===== src/logic/pcwl_pkg.sv =====
// pcwl_pkg: word addresses, register offsets, reset values and loader states
// for the per-port configuration word loader.
// assumes: three ports, 16-bit words, 32-bit configuration registers.
package pcwl_pkg;
    // number of switch ports
    localparam int PCWL_PORTS = 3;
    // word addresses of the loaded words
    localparam logic [7:0] WA_PORTNUM_P2 = 8'h64;
    localparam logic [7:0] WA_PWR_P0 = 8'h70;
    localparam logic [7:0] WA_PWR_P1 = 8'h72;
    localparam logic [7:0] WA_PWR_P2 = 8'h74;
    localparam logic [7:0] WA_PMC_P0 = 8'h80;
    localparam logic [7:0] WA_PMC_P1 = 8'h82;
    localparam logic [7:0] WA_PMC_P2 = 8'h84;
    localparam logic [7:0] WA_SLOTLO_P1 = 8'h92;
    // configuration register offsets, kept for reference by the readers
    localparam logic [11:0] OFS_PORTNUM = 12'h0CC;
    localparam logic [11:0] OFS_VC0MAP = 12'h154;
    localparam logic [11:0] OFS_PWR0 = 12'h214;
    localparam logic [11:0] OFS_PWR1 = 12'h218;
    localparam logic [11:0] OFS_PMC = 12'h074;
    localparam logic [11:0] OFS_VGA = 12'h070;
    localparam logic [11:0] OFS_PHY5 = 12'h088;
    localparam logic [11:0] OFS_SLOTCAP = 12'h0D4;
    // reset values of the loaded fields
    localparam logic [2:0] RST_PORTNUM = 3'h2;
    localparam logic [6:0] RST_VC0MAP = 7'h7F;
    localparam logic [14:0] RST_PWR0 = 15'h0000;
    localparam logic RST_PWR1 = 1'b0;
    localparam logic [6:0] RST_PMC = 7'h00;
    localparam logic RST_VGA = 1'b0;
    localparam logic [7:0] RST_PHY5 = 8'h00;
    localparam logic [15:0] RST_SLOTLO = 16'h0000;
    // loader states
    typedef enum logic [1:0] {PCWL_IDLE, PCWL_LOAD, PCWL_DONE} pcwl_state_t;
endpackage : pcwl_pkg


===== src/logic/pcwl_loader.sv =====
// pcwl_loader: maps loaded configuration words onto per-port register fields.
// assumes: a word source presents address and data with a one-cycle valid,
// and LOAD_END marks the end of the load; registers are 32-bit images.
`timescale 1ns/1ns
//
// Contract
// - port 2 word bits 6:4 give logical port number
// - port 2 word bits 15:9 give vc0 map
// - power budget words at 70h, 72h, 74h
// - base power and data scale to 214h low bits
// - pm state bits 11:10 to 214h bits 14:13
// - bit 15 to 218h bit 0
// - pm control words 80h-84h to 74h bits 13:8
// - pm fields: d3-l1, l1 delay, l0s enable
// - bit 6 to 74h bit 14, rx polarity
// - bit 7 to 70h bit 31, vga decode
// - bits 15:8 to 88h bits 31:24
// - word 92h to port 1 d4h low half
module pcwl_loader
    import pcwl_pkg::*;
(
    input wire logic REF_CLK,
    input wire logic RST_N,
    input wire logic WORD_VALID,
    input wire logic [7:0] WORD_ADDR,
    input wire logic [15:0] WORD_DATA,
    input wire logic LOAD_END,
    output logic CFG_READY,
    output logic [31:0] P2_PORTNUM_REG,
    output logic [31:0] P2_VC0MAP_REG,
    output logic [95:0] PWR_BUDGET0_REGS,
    output logic [95:0] PWR_BUDGET1_REGS,
    output logic [95:0] PM_CONTROL_REGS,
    output logic [95:0] VGA_DECODE_REGS,
    output logic [95:0] PHY_PIPE_CONTROL_FIVE_REGS,
    output logic [31:0] P1_SLOTCAP_REG
);

    // load map handled by this block:
    //   64h  port 2 logical number and vc0 map
    //        data 6:4   -> CCh bits 26:24
    //        data 15:9  -> 154h bits 7:1
    //   70h  port 0 power budget
    //   72h  port 1 power budget
    //   74h  port 2 power budget
    //        data 7:0   -> 214h bits 7:0
    //        data 9:8   -> 214h bits 9:8
    //        data 11:10 -> 214h bits 14:13
    //        data 15    -> 218h bit 0
    //   80h  port 0 power control
    //   82h  port 1 power control
    //   84h  port 2 power control
    //        data 5:0   -> 74h bits 13:8
    //        data 6     -> 74h bit 14
    //        data 7     -> 70h bit 31
    //        data 15:8  -> 88h bits 31:24
    //   92h  port 1 slot capability low word
    //        data 15:0  -> D4h bits 15:0
    // any other address is dropped without effect;
    // bits of an image not listed stay zero.
    //
    // reset defaults:
    //   logical port number 2, vc0 map all ones,
    //   every other loaded field zero
    // timing:
    //   a taken word shows on the outputs one edge later;
    //   the last word sent to an address wins;
    //   readiness rises one edge after the end marker

    // loader state
    pcwl_state_t state_reg;
    // next state from the sequencing logic
    pcwl_state_t state_next;

    // a word counts only while the load is open;
    // after the end marker every word is dropped
    wire logic take = WORD_VALID && (state_reg != PCWL_DONE);

    // address decodes, one strobe per loaded word address
    // port 2 number and vc0 map share one word
    wire logic hit_p2 = take && (WORD_ADDR == WA_PORTNUM_P2);
    // port 1 slot capability low word strobe
    wire logic hit_slot = take && (WORD_ADDR == WA_SLOTLO_P1);
    // power budget strobes, bit n for port n
    wire logic [2:0] hit_pwr;
    // power control strobes, bit n for port n
    wire logic [2:0] hit_pmc;

    // power budget words, ports 0 to 2
    assign hit_pwr[0] = take && (WORD_ADDR == WA_PWR_P0);
    assign hit_pwr[1] = take && (WORD_ADDR == WA_PWR_P1);
    assign hit_pwr[2] = take && (WORD_ADDR == WA_PWR_P2);

    // power control words, ports 0 to 2
    assign hit_pmc[0] = take && (WORD_ADDR == WA_PMC_P0);
    assign hit_pmc[1] = take && (WORD_ADDR == WA_PMC_P1);
    assign hit_pmc[2] = take && (WORD_ADDR == WA_PMC_P2);

    // field outputs of the shared, non per-port words
    // logical port number of port 2
    wire logic [2:0] portnum;
    // vc0 traffic class map of port 2
    wire logic [6:0] vc0map;
    // low word of port 1 slot capability
    wire logic [15:0] slotlo;

    // port 2 logical port number
    pcwl_field_reg #(.W(3), .INIT(RST_PORTNUM)) u_portnum
    (
        .clk(REF_CLK),
        .rst_n(RST_N),
        .load(hit_p2),
        .din(WORD_DATA[6:4]),
        .q(portnum)
    );

    // port 2 vc0 traffic class map
    // loaded by the same word as the port number
    pcwl_field_reg #(.W(7), .INIT(RST_VC0MAP)) u_vc0map
    (
        .clk(REF_CLK),
        .rst_n(RST_N),
        .load(hit_p2),
        .din(WORD_DATA[15:9]),
        .q(vc0map)
    );

    // port 1 slot capability low word
    // the high half lives in another word, not handled here
    pcwl_field_reg #(.W(16), .INIT(RST_SLOTLO)) u_slot
    (
        .clk(REF_CLK),
        .rst_n(RST_N),
        .load(hit_slot),
        .din(WORD_DATA),
        .q(slotlo)
    );

    // per-port field banks, one bank instance per port;
    // each bank sees the shared word and only its own strobes,
    // and its images are packed into a 32-bit slice per port
    // (port n at bits n*32+31 down to n*32)

    // port 0 field bank
    wire logic [14:0] p0_pwr_lo;
    wire logic p0_sys_alloc;
    wire logic [6:0] p0_pm_ctl;
    wire logic p0_vga;
    wire logic [7:0] p0_phy;
    pcwl_port_fields u_fields_p0
    (
        .clk(REF_CLK),
        .rst_n(RST_N),
        .pwr_load(hit_pwr[0]),
        .pmc_load(hit_pmc[0]),
        .word(WORD_DATA),
        .pwr_budget_lo(p0_pwr_lo),
        .pwr_sys_alloc(p0_sys_alloc),
        .pm_control(p0_pm_ctl),
        .vga_enable(p0_vga),
        .phy_pipe_control_five(p0_phy)
    );

    // 214h image: base power, scale, pm state at 14:13
    assign PWR_BUDGET0_REGS[31:0] = {17'h0_0000, p0_pwr_lo};
    // 218h image: system allocated at bit 0
    assign PWR_BUDGET1_REGS[31:0] = {31'h0000_0000, p0_sys_alloc};
    // 74h image: pm fields 13:8, rx polarity disable at 14
    assign PM_CONTROL_REGS[31:0] = {17'h0_0000, p0_pm_ctl, 8'h00};
    // 70h image: vga decode at 31
    assign VGA_DECODE_REGS[31:0] = {p0_vga, 31'h0000_0000};
    // 88h image: phy byte at 31:24
    assign PHY_PIPE_CONTROL_FIVE_REGS[31:0] = {p0_phy, 24'h00_0000};

    // port 1 field bank
    wire logic [14:0] p1_pwr_lo;
    wire logic p1_sys_alloc;
    wire logic [6:0] p1_pm_ctl;
    wire logic p1_vga;
    wire logic [7:0] p1_phy;
    pcwl_port_fields u_fields_p1
    (
        .clk(REF_CLK),
        .rst_n(RST_N),
        .pwr_load(hit_pwr[1]),
        .pmc_load(hit_pmc[1]),
        .word(WORD_DATA),
        .pwr_budget_lo(p1_pwr_lo),
        .pwr_sys_alloc(p1_sys_alloc),
        .pm_control(p1_pm_ctl),
        .vga_enable(p1_vga),
        .phy_pipe_control_five(p1_phy)
    );

    // 214h image: base power, scale, pm state at 14:13
    assign PWR_BUDGET0_REGS[63:32] = {17'h0_0000, p1_pwr_lo};
    // 218h image: system allocated at bit 0
    assign PWR_BUDGET1_REGS[63:32] = {31'h0000_0000, p1_sys_alloc};
    // 74h image: pm fields 13:8, rx polarity disable at 14
    assign PM_CONTROL_REGS[63:32] = {17'h0_0000, p1_pm_ctl, 8'h00};
    // 70h image: vga decode at 31
    assign VGA_DECODE_REGS[63:32] = {p1_vga, 31'h0000_0000};
    // 88h image: phy byte at 31:24
    assign PHY_PIPE_CONTROL_FIVE_REGS[63:32] = {p1_phy, 24'h00_0000};

    // port 2 field bank
    wire logic [14:0] p2_pwr_lo;
    wire logic p2_sys_alloc;
    wire logic [6:0] p2_pm_ctl;
    wire logic p2_vga;
    wire logic [7:0] p2_phy;
    pcwl_port_fields u_fields_p2
    (
        .clk(REF_CLK),
        .rst_n(RST_N),
        .pwr_load(hit_pwr[2]),
        .pmc_load(hit_pmc[2]),
        .word(WORD_DATA),
        .pwr_budget_lo(p2_pwr_lo),
        .pwr_sys_alloc(p2_sys_alloc),
        .pm_control(p2_pm_ctl),
        .vga_enable(p2_vga),
        .phy_pipe_control_five(p2_phy)
    );

    // 214h image: base power, scale, pm state at 14:13
    assign PWR_BUDGET0_REGS[95:64] = {17'h0_0000, p2_pwr_lo};
    // 218h image: system allocated at bit 0
    assign PWR_BUDGET1_REGS[95:64] = {31'h0000_0000, p2_sys_alloc};
    // 74h image: pm fields 13:8, rx polarity disable at 14
    assign PM_CONTROL_REGS[95:64] = {17'h0_0000, p2_pm_ctl, 8'h00};
    // 70h image: vga decode at 31
    assign VGA_DECODE_REGS[95:64] = {p2_vga, 31'h0000_0000};
    // 88h image: phy byte at 31:24
    assign PHY_PIPE_CONTROL_FIVE_REGS[95:64] = {p2_phy, 24'h00_0000};

    // port 2 and port 1 slot register images: loaded bits in place, the rest zero
    // CCh image: logical port number at 26:24
    assign P2_PORTNUM_REG = {5'h00, portnum, 24'h00_0000};
    // 154h image: vc0 map at 7:1, bit 0 stays zero
    assign P2_VC0MAP_REG = {24'h00_0000, vc0map, 1'b0};
    // port 1 D4h image: low half loaded, high half zero here
    assign P1_SLOTCAP_REG = {16'h0000, slotlo};

    // loader sequencing
    // idle: no word seen yet; fields hold their defaults
    // load: words are arriving and being placed
    // done: end marker seen; fields frozen until reset
    // a word in the same cycle as the end marker still lands,
    // because the strobes look at the state before the edge
    always_comb
    begin
        // hold by default
        state_next = state_reg;
        case (state_reg)
            PCWL_IDLE:
                // an end marker with no words goes straight to done
                if (LOAD_END)
                    state_next = PCWL_DONE;
                else if (WORD_VALID)
                    state_next = PCWL_LOAD;
            PCWL_LOAD:
                // keep loading until the end marker
                if (LOAD_END)
                    state_next = PCWL_DONE;
            PCWL_DONE:
                // only reset leaves done
                state_next = PCWL_DONE;
            default:
                // unused code: fall back to idle
                state_next = PCWL_IDLE;
        endcase
    end

    // state register, cleared by the asynchronous reset
    always_ff @(posedge REF_CLK or negedge RST_N)
    begin
        if (!RST_N)
            state_reg <= PCWL_IDLE;
        else
            state_reg <= state_next;
    end

    // config accesses are served only once loading has ended,
    // so no reader ever sees a half-loaded register
    assign CFG_READY = (state_reg == PCWL_DONE);

endmodule : pcwl_loader


===== src/logic/pcwl_field_reg.sv =====
// pcwl_field_reg: one loadable configuration field with a reset default.
// assumes: load is a single-cycle qualified strobe in the REF_CLK domain.
`timescale 1ns/1ns
module pcwl_field_reg
#(
    parameter int W = 8,
    parameter logic [W-1:0] INIT = '0
)
(
    input wire logic clk,
    input wire logic rst_n,
    input wire logic load,
    input wire logic [W-1:0] din,
    output logic [W-1:0] q
);
    // next value: the new word on a strobe, otherwise the held value
    wire logic [W-1:0] q_next = load ? din : q;
    // field keeps its default until a word names it; changes only on a load edge
    always_ff @(posedge clk or negedge rst_n)
    begin
        if (!rst_n)
            q <= INIT;
        else
            q <= q_next;
    end
endmodule : pcwl_field_reg


===== src/logic/pcwl_port_fields.sv =====
// pcwl_port_fields: power budget, power control, vga and phy fields of one port.
// assumes: strobes are decoded by the loader top for this port only.
`timescale 1ns/1ns
module pcwl_port_fields
    import pcwl_pkg::*;
(
    input wire logic clk,
    input wire logic rst_n,
    input wire logic pwr_load,
    input wire logic pmc_load,
    input wire logic [15:0] word,
    output logic [14:0] pwr_budget_lo,
    output logic pwr_sys_alloc,
    output logic [6:0] pm_control,
    output logic vga_enable,
    output logic [7:0] phy_pipe_control_five
);
    // power budget word rearranged into the low register layout
    wire logic [14:0] pwr_map = {word[11:10], 3'h0, word[9:8], word[7:0]};
    // low budget register: base power, data scale, pm state
    pcwl_field_reg #(.W(15), .INIT(RST_PWR0)) u_pwr0
    (
        .clk(clk),
        .rst_n(rst_n),
        .load(pwr_load),
        .din(pwr_map),
        .q(pwr_budget_lo)
    );
    // system allocated flag
    pcwl_field_reg #(.W(1), .INIT(RST_PWR1)) u_pwr1
    (
        .clk(clk),
        .rst_n(rst_n),
        .load(pwr_load),
        .din(word[15]),
        .q(pwr_sys_alloc)
    );
    // pm control: d3-to-l1, l1 delay, l0s enable, rx polarity disable
    pcwl_field_reg #(.W(7), .INIT(RST_PMC)) u_pmc
    (
        .clk(clk),
        .rst_n(rst_n),
        .load(pmc_load),
        .din(word[6:0]),
        .q(pm_control)
    );
    // vga decode enable
    pcwl_field_reg #(.W(1), .INIT(RST_VGA)) u_vga
    (
        .clk(clk),
        .rst_n(rst_n),
        .load(pmc_load),
        .din(word[7]),
        .q(vga_enable)
    );
    // vendor phy control byte
    pcwl_field_reg #(.W(8), .INIT(RST_PHY5)) u_phy
    (
        .clk(clk),
        .rst_n(rst_n),
        .load(pmc_load),
        .din(word[15:8]),
        .q(phy_pipe_control_five)
    );
endmodule : pcwl_port_fields


===== config.mk =====
export PLATFORM = sky130hd
export DESIGN_NAME = pcwl_loader
export DESIGN_NICKNAME = d
export VERILOG_FILES = /design/src/logic/pcwl_pkg.sv /design/src/logic/pcwl_loader.sv /design/src/logic/pcwl_field_reg.sv /design/src/logic/pcwl_port_fields.sv
export SDC_FILE = /design/constraint.sdc
export NUM_CORES = 1
export LEC_CHECK = 0
export BUFFER_PORTS_ARGS = -buffer_cell sky130_fd_sc_hd__buf_2
export CAP_MARGIN = 20
export CELL_PAD_IN_SITES_DETAIL_PLACEMENT = 1
export CELL_PAD_IN_SITES_GLOBAL_PLACEMENT = 2
export CORE_AREA = 2 2 237 239
export DETAILED_ROUTE_END_ITERATION = 10
export DIE_AREA = 0 0 239 241
export PLACE_DENSITY_LB_ADDON = 0.1
export SYNTH_ARGS = -nofsm -noshare
export SYNTH_HDL_FRONTEND = slang
export SYNTH_SLANG_ARGS = --single-unit

===== constraint.sdc =====
create_clock -name REF_CLK -period 2.3 [get_ports REF_CLK]
set_clock_uncertainty 0.1 [all_clocks]
set_input_delay 0.23 -clock REF_CLK [delete_from_list [all_inputs] [get_ports REF_CLK]]
set_output_delay 0.23 -clock REF_CLK [all_outputs]
set_load 0.005 [all_outputs]

==> metrics.log <==
[metrics] final standard cell count with taps included and fillers excluded: 1633
[metrics] most used routing layer: met2
[metrics] ant diodes: 0
[metrics] Worst Hold Launch: WORD_DATA[14]
[metrics] wire length of the first global-routing pass: 31.35 mm
[metrics] Synth top area share: between 40% and 50%
[metrics] drt first pass iters: 4
[metrics] Synth Warn #: 0
[metrics] number of antenna violations at the first check in global routing: 0
[metrics] residual antenna-violating net count after detailed routing: 0
[metrics] DRC Markers: 0
[metrics] Worst VDD drop: ~0.49 mV
[metrics] met2 Use GR: a little over an eighth
[metrics] clock buffer depth: 2
[metrics] average instance area after synthesis: 10.92 sq um
[metrics] weighted congestion reported at the end of routability-driven placement: 0.6256
[metrics] vias after detailed routing: 4137
[metrics] Achievable Freq: roughly 440 MHz
[metrics] Worst-Skew Late Latency: about 0.43 ns
[metrics] number of global-route vias before repair: approximately 4000
[metrics] clock sink count: ~120
[metrics] sort of element at the end of the critical path: flip-flop
[metrics] Wirelength per Cell: ~15 um
[metrics] leakage power of the design: 5.111 nW
[metrics] Most flops, register: u_slot.q
[metrics] # Max-Cap Violations: 0
[metrics] final WL: roughly 24 mm
[metrics] capture endpoint of the worst hold path: u_fields_p0.u_phy.q[6]
[metrics] Hold Path Stages: 2
[metrics] area delta synth->final: 9.266%
[metrics] PD cells: about 650 mW/mm^2
[metrics] fraction of final layout cells with drive strength greater than 1: between 30 and 40%
[metrics] post-synth cell types: 30
[metrics] final clock period utilization by the worst path: between 90 and 100%
[metrics] CTS H-Tree Depth: 4
[metrics] Via-to-Cell Ratio: 2.533
[metrics] count of mapped cells out of synthesis: around 740
[metrics] clock root buffer: clkbuf_16
[metrics] overall fraction of global-route tracks in use: under 10%
[metrics] global routing usage on met1: 9.195%
[metrics] floorplan die height: between 200 and 250 um
[metrics] Clk pin slew, worst setup/hold paths: around 0.060 ns
[metrics] worst reg-to-reg setup slack: 0.04 ns
[metrics] top cells by area in the synthesized netlist: buf_4 (44%), dfrtp_1 (33%), mux2_2 (13%), mux2_4 (3.7%), dfstp_2 (2.6%)
[metrics] pin count of the biggest net entering global routing: 49
[metrics] overall die area: between 0.05 and 0.06 sq mm
[metrics] cell area after synthesis: around 0.008 sq mm
[metrics] category of the most critical setup path: flip-flop to flip-flop
[metrics] hold violation total from the final report: 0
[metrics] HPWL after detailed placement: 18.09 mm
[metrics] share of synthesized flip-flops with an asynchronous set or reset: 100.0%
[metrics] Data required, critical path: approximately 2.5 ns
[metrics] Cells after DPL: 1595
[metrics] overall die width: between 200 and 250 um
[metrics] # nets final: ~950
[metrics] met3 track demand over resource: between 2 and 2.5%
[metrics] library cell with the largest summed area after synthesis: buf_4
[metrics] Final setup violation count: 0
[metrics] CP max FO: 8
[metrics] Port-buffer cells: approximately 140
[metrics] total power of the final layout: approximately 5.8 mW
[metrics] worst reg2reg startpoint: state_reg[1]
[metrics] Initial Utilization: 14.76%
[metrics] number of enable flip-flop cells after synthesis: 0
[metrics] FF+latch count, synth: roughly 120
[metrics] setup repair after global routing missed its margin: true
[metrics] total congestion overflow after global routing: 0
[metrics] number of cells on the worst reg-to-reg path: 6
[metrics] CP Data Arrival Time: roughly 2.5 ns
[metrics] CTS tree: built
[metrics] # rows: 86
[metrics] final-report max-slew violation count: 0
[metrics] class of the worst hold path: primary input to flip-flop
[metrics] sequential area share after synthesis: about 36%
[metrics] CP startpoint kind: flip-flop
[metrics] Period minus WS final: approximately 2.3 ns
[metrics] number of flip-flops under the largest register name: 16
[metrics] Std-Cell Core Area: about 0.055 sq mm
[metrics] number of clock buffers inserted by TritonCTS: 17
[metrics] endpoint of the worst-slack reg-to-reg timing path: u_fields_p0.u_pmc.q[5]
[metrics] violation count after the first detailed-route iteration: slightly above 90
[metrics] status: finished clean
[metrics] predominant post-synthesis flop cell: dfrtp_1
[metrics] Boundary Pins: 605
==> metal layers <==
| metal | wire, um | share of wire (%) | vias up |
|---|---|---|---|
| met5 | 0 | 0 | - |
| met3 | 1729 | 7.2 | 18 |
| met1 | 9559 | 40 | 2034 |
| li1 | - | - | 1811 |
| met2 | 12520 | 52 | 274 |
| met4 | 288 | 1.2 | 0 |
==> critical path: stages (launching register included) <==
cell,delay (ns)
dfrtp_1,0.41
ha_4,0.18
nor4bb_2,0.27
buf_4,0.15
or4b_4,0.54
buf_12,0.19
mux2_4,0.29
==> cell type report <==
cell class / count / area (sq um)
clock buffer: 24 / 471.7
clock inverter: 8 / 127.6
fill: 6492 / 46030
inverter: 5 / 18.77
multi-input combinational: 605 / 3367
sequential: 115 / 2888
tap: 704 / 880.8
timing repair buffer: 172 / 1099
==> stage by stage <==
step	instance area [sq um]	TNS, ns	setup slack [ns]	utilization (%)	hold WS, ns
5_1_grt	8852	-0.3080	-0.03126	16.13	0.03000
4_1_cts	8821	0	0.009325	16.07	0.007968
2_1_floorplan	9836	0	0.01914	-	-0.1656
3_3_place_gp	8137	-5.226	-0.1842	14.83	0.07955
6_report	8852	0	0.04262	16.13	0.03890
3_5_place_dp	8137	-3.702	-0.1354	14.83	0.07226
==> synth_stat cells, types with 3 or more instances <==
master   instances
mux2_4          20
dfstp_2          8
dfrtp_1        107
inv_1            5
nor3_1           4
buf_4          470
ha_1             4
mux2_2          93
buf_2            3
==> where the power goes <==
part,switching (mW),internal (mW)
logic,0.495,0.282
registers,0.0559,2.13
clock network,1.06,1.76
==> logic make-up after synthesis <==
family / synth area share (%)
AO/OA/AOI/OAI: 0.3398
buffers and inverters: 44.77
flip-flops: 35.64
multiplexers: 16.63
AND/OR/NAND/NOR: 1.946
adder cells (fa/ha/maj): 0.6178
other: 0.04629
==> worst max-delay path by stage <==
| stage | startpoint | to | slack [ns] | cells past startpoint |
|---|---|---|---|---|
| 2_1_floorplan | state_reg[0] | u_fields_p0.u_phy.q[0] | 0.02 | 7 |
| 3_3_place_gp | state_reg[0] | u_fields_p0.u_phy.q[0] | -0.18 | 7 |
| 3_5_place_dp | state_reg[0] | u_fields_p0.u_pmc.q[4] | -0.14 | 7 |
| 4_1_cts | state_reg[0] | u_fields_p0.u_pmc.q[5] | 0.009 | 7 |
| 5_1_grt | state_reg[0] | u_fields_p0.u_phy.q[3] | -0.03 | 7 |
| 6_report | state_reg[1] | u_fields_p0.u_pmc.q[5] | 0.04 | 6 |
==> cell usage in the layout (no fill, tap or decap), types with 4 or more instances in the layout <==
| master | Yosys | routed |
|---|---|---|
| buf_12 | 1 | 9 |
| buf_2 | 3 | 140 |
| buf_4 | 470 | 19 |
| clkbuf_1 | 2 | 5 |
| clkbuf_16 | 0 | 17 |
| conb_1 | 1 | 463 |
| dfrtp_1 | 107 | 107 |
| dfstp_2 | 8 | 8 |
| inv_1 | 5 | 4 |
| mux2_2 | 93 | 93 |
| mux2_4 | 20 | 20 |
==> repair_timing <==
item	CTS	global route
pin swaps	1	1
endpoints found under the hold margin	113	0
setup buffers	0	2
gates cloned	2	0
setup endpoints to repair	32	32
resized for setup	5	3
hold buffers	2	0
Power figures use the tool's default switching activity.
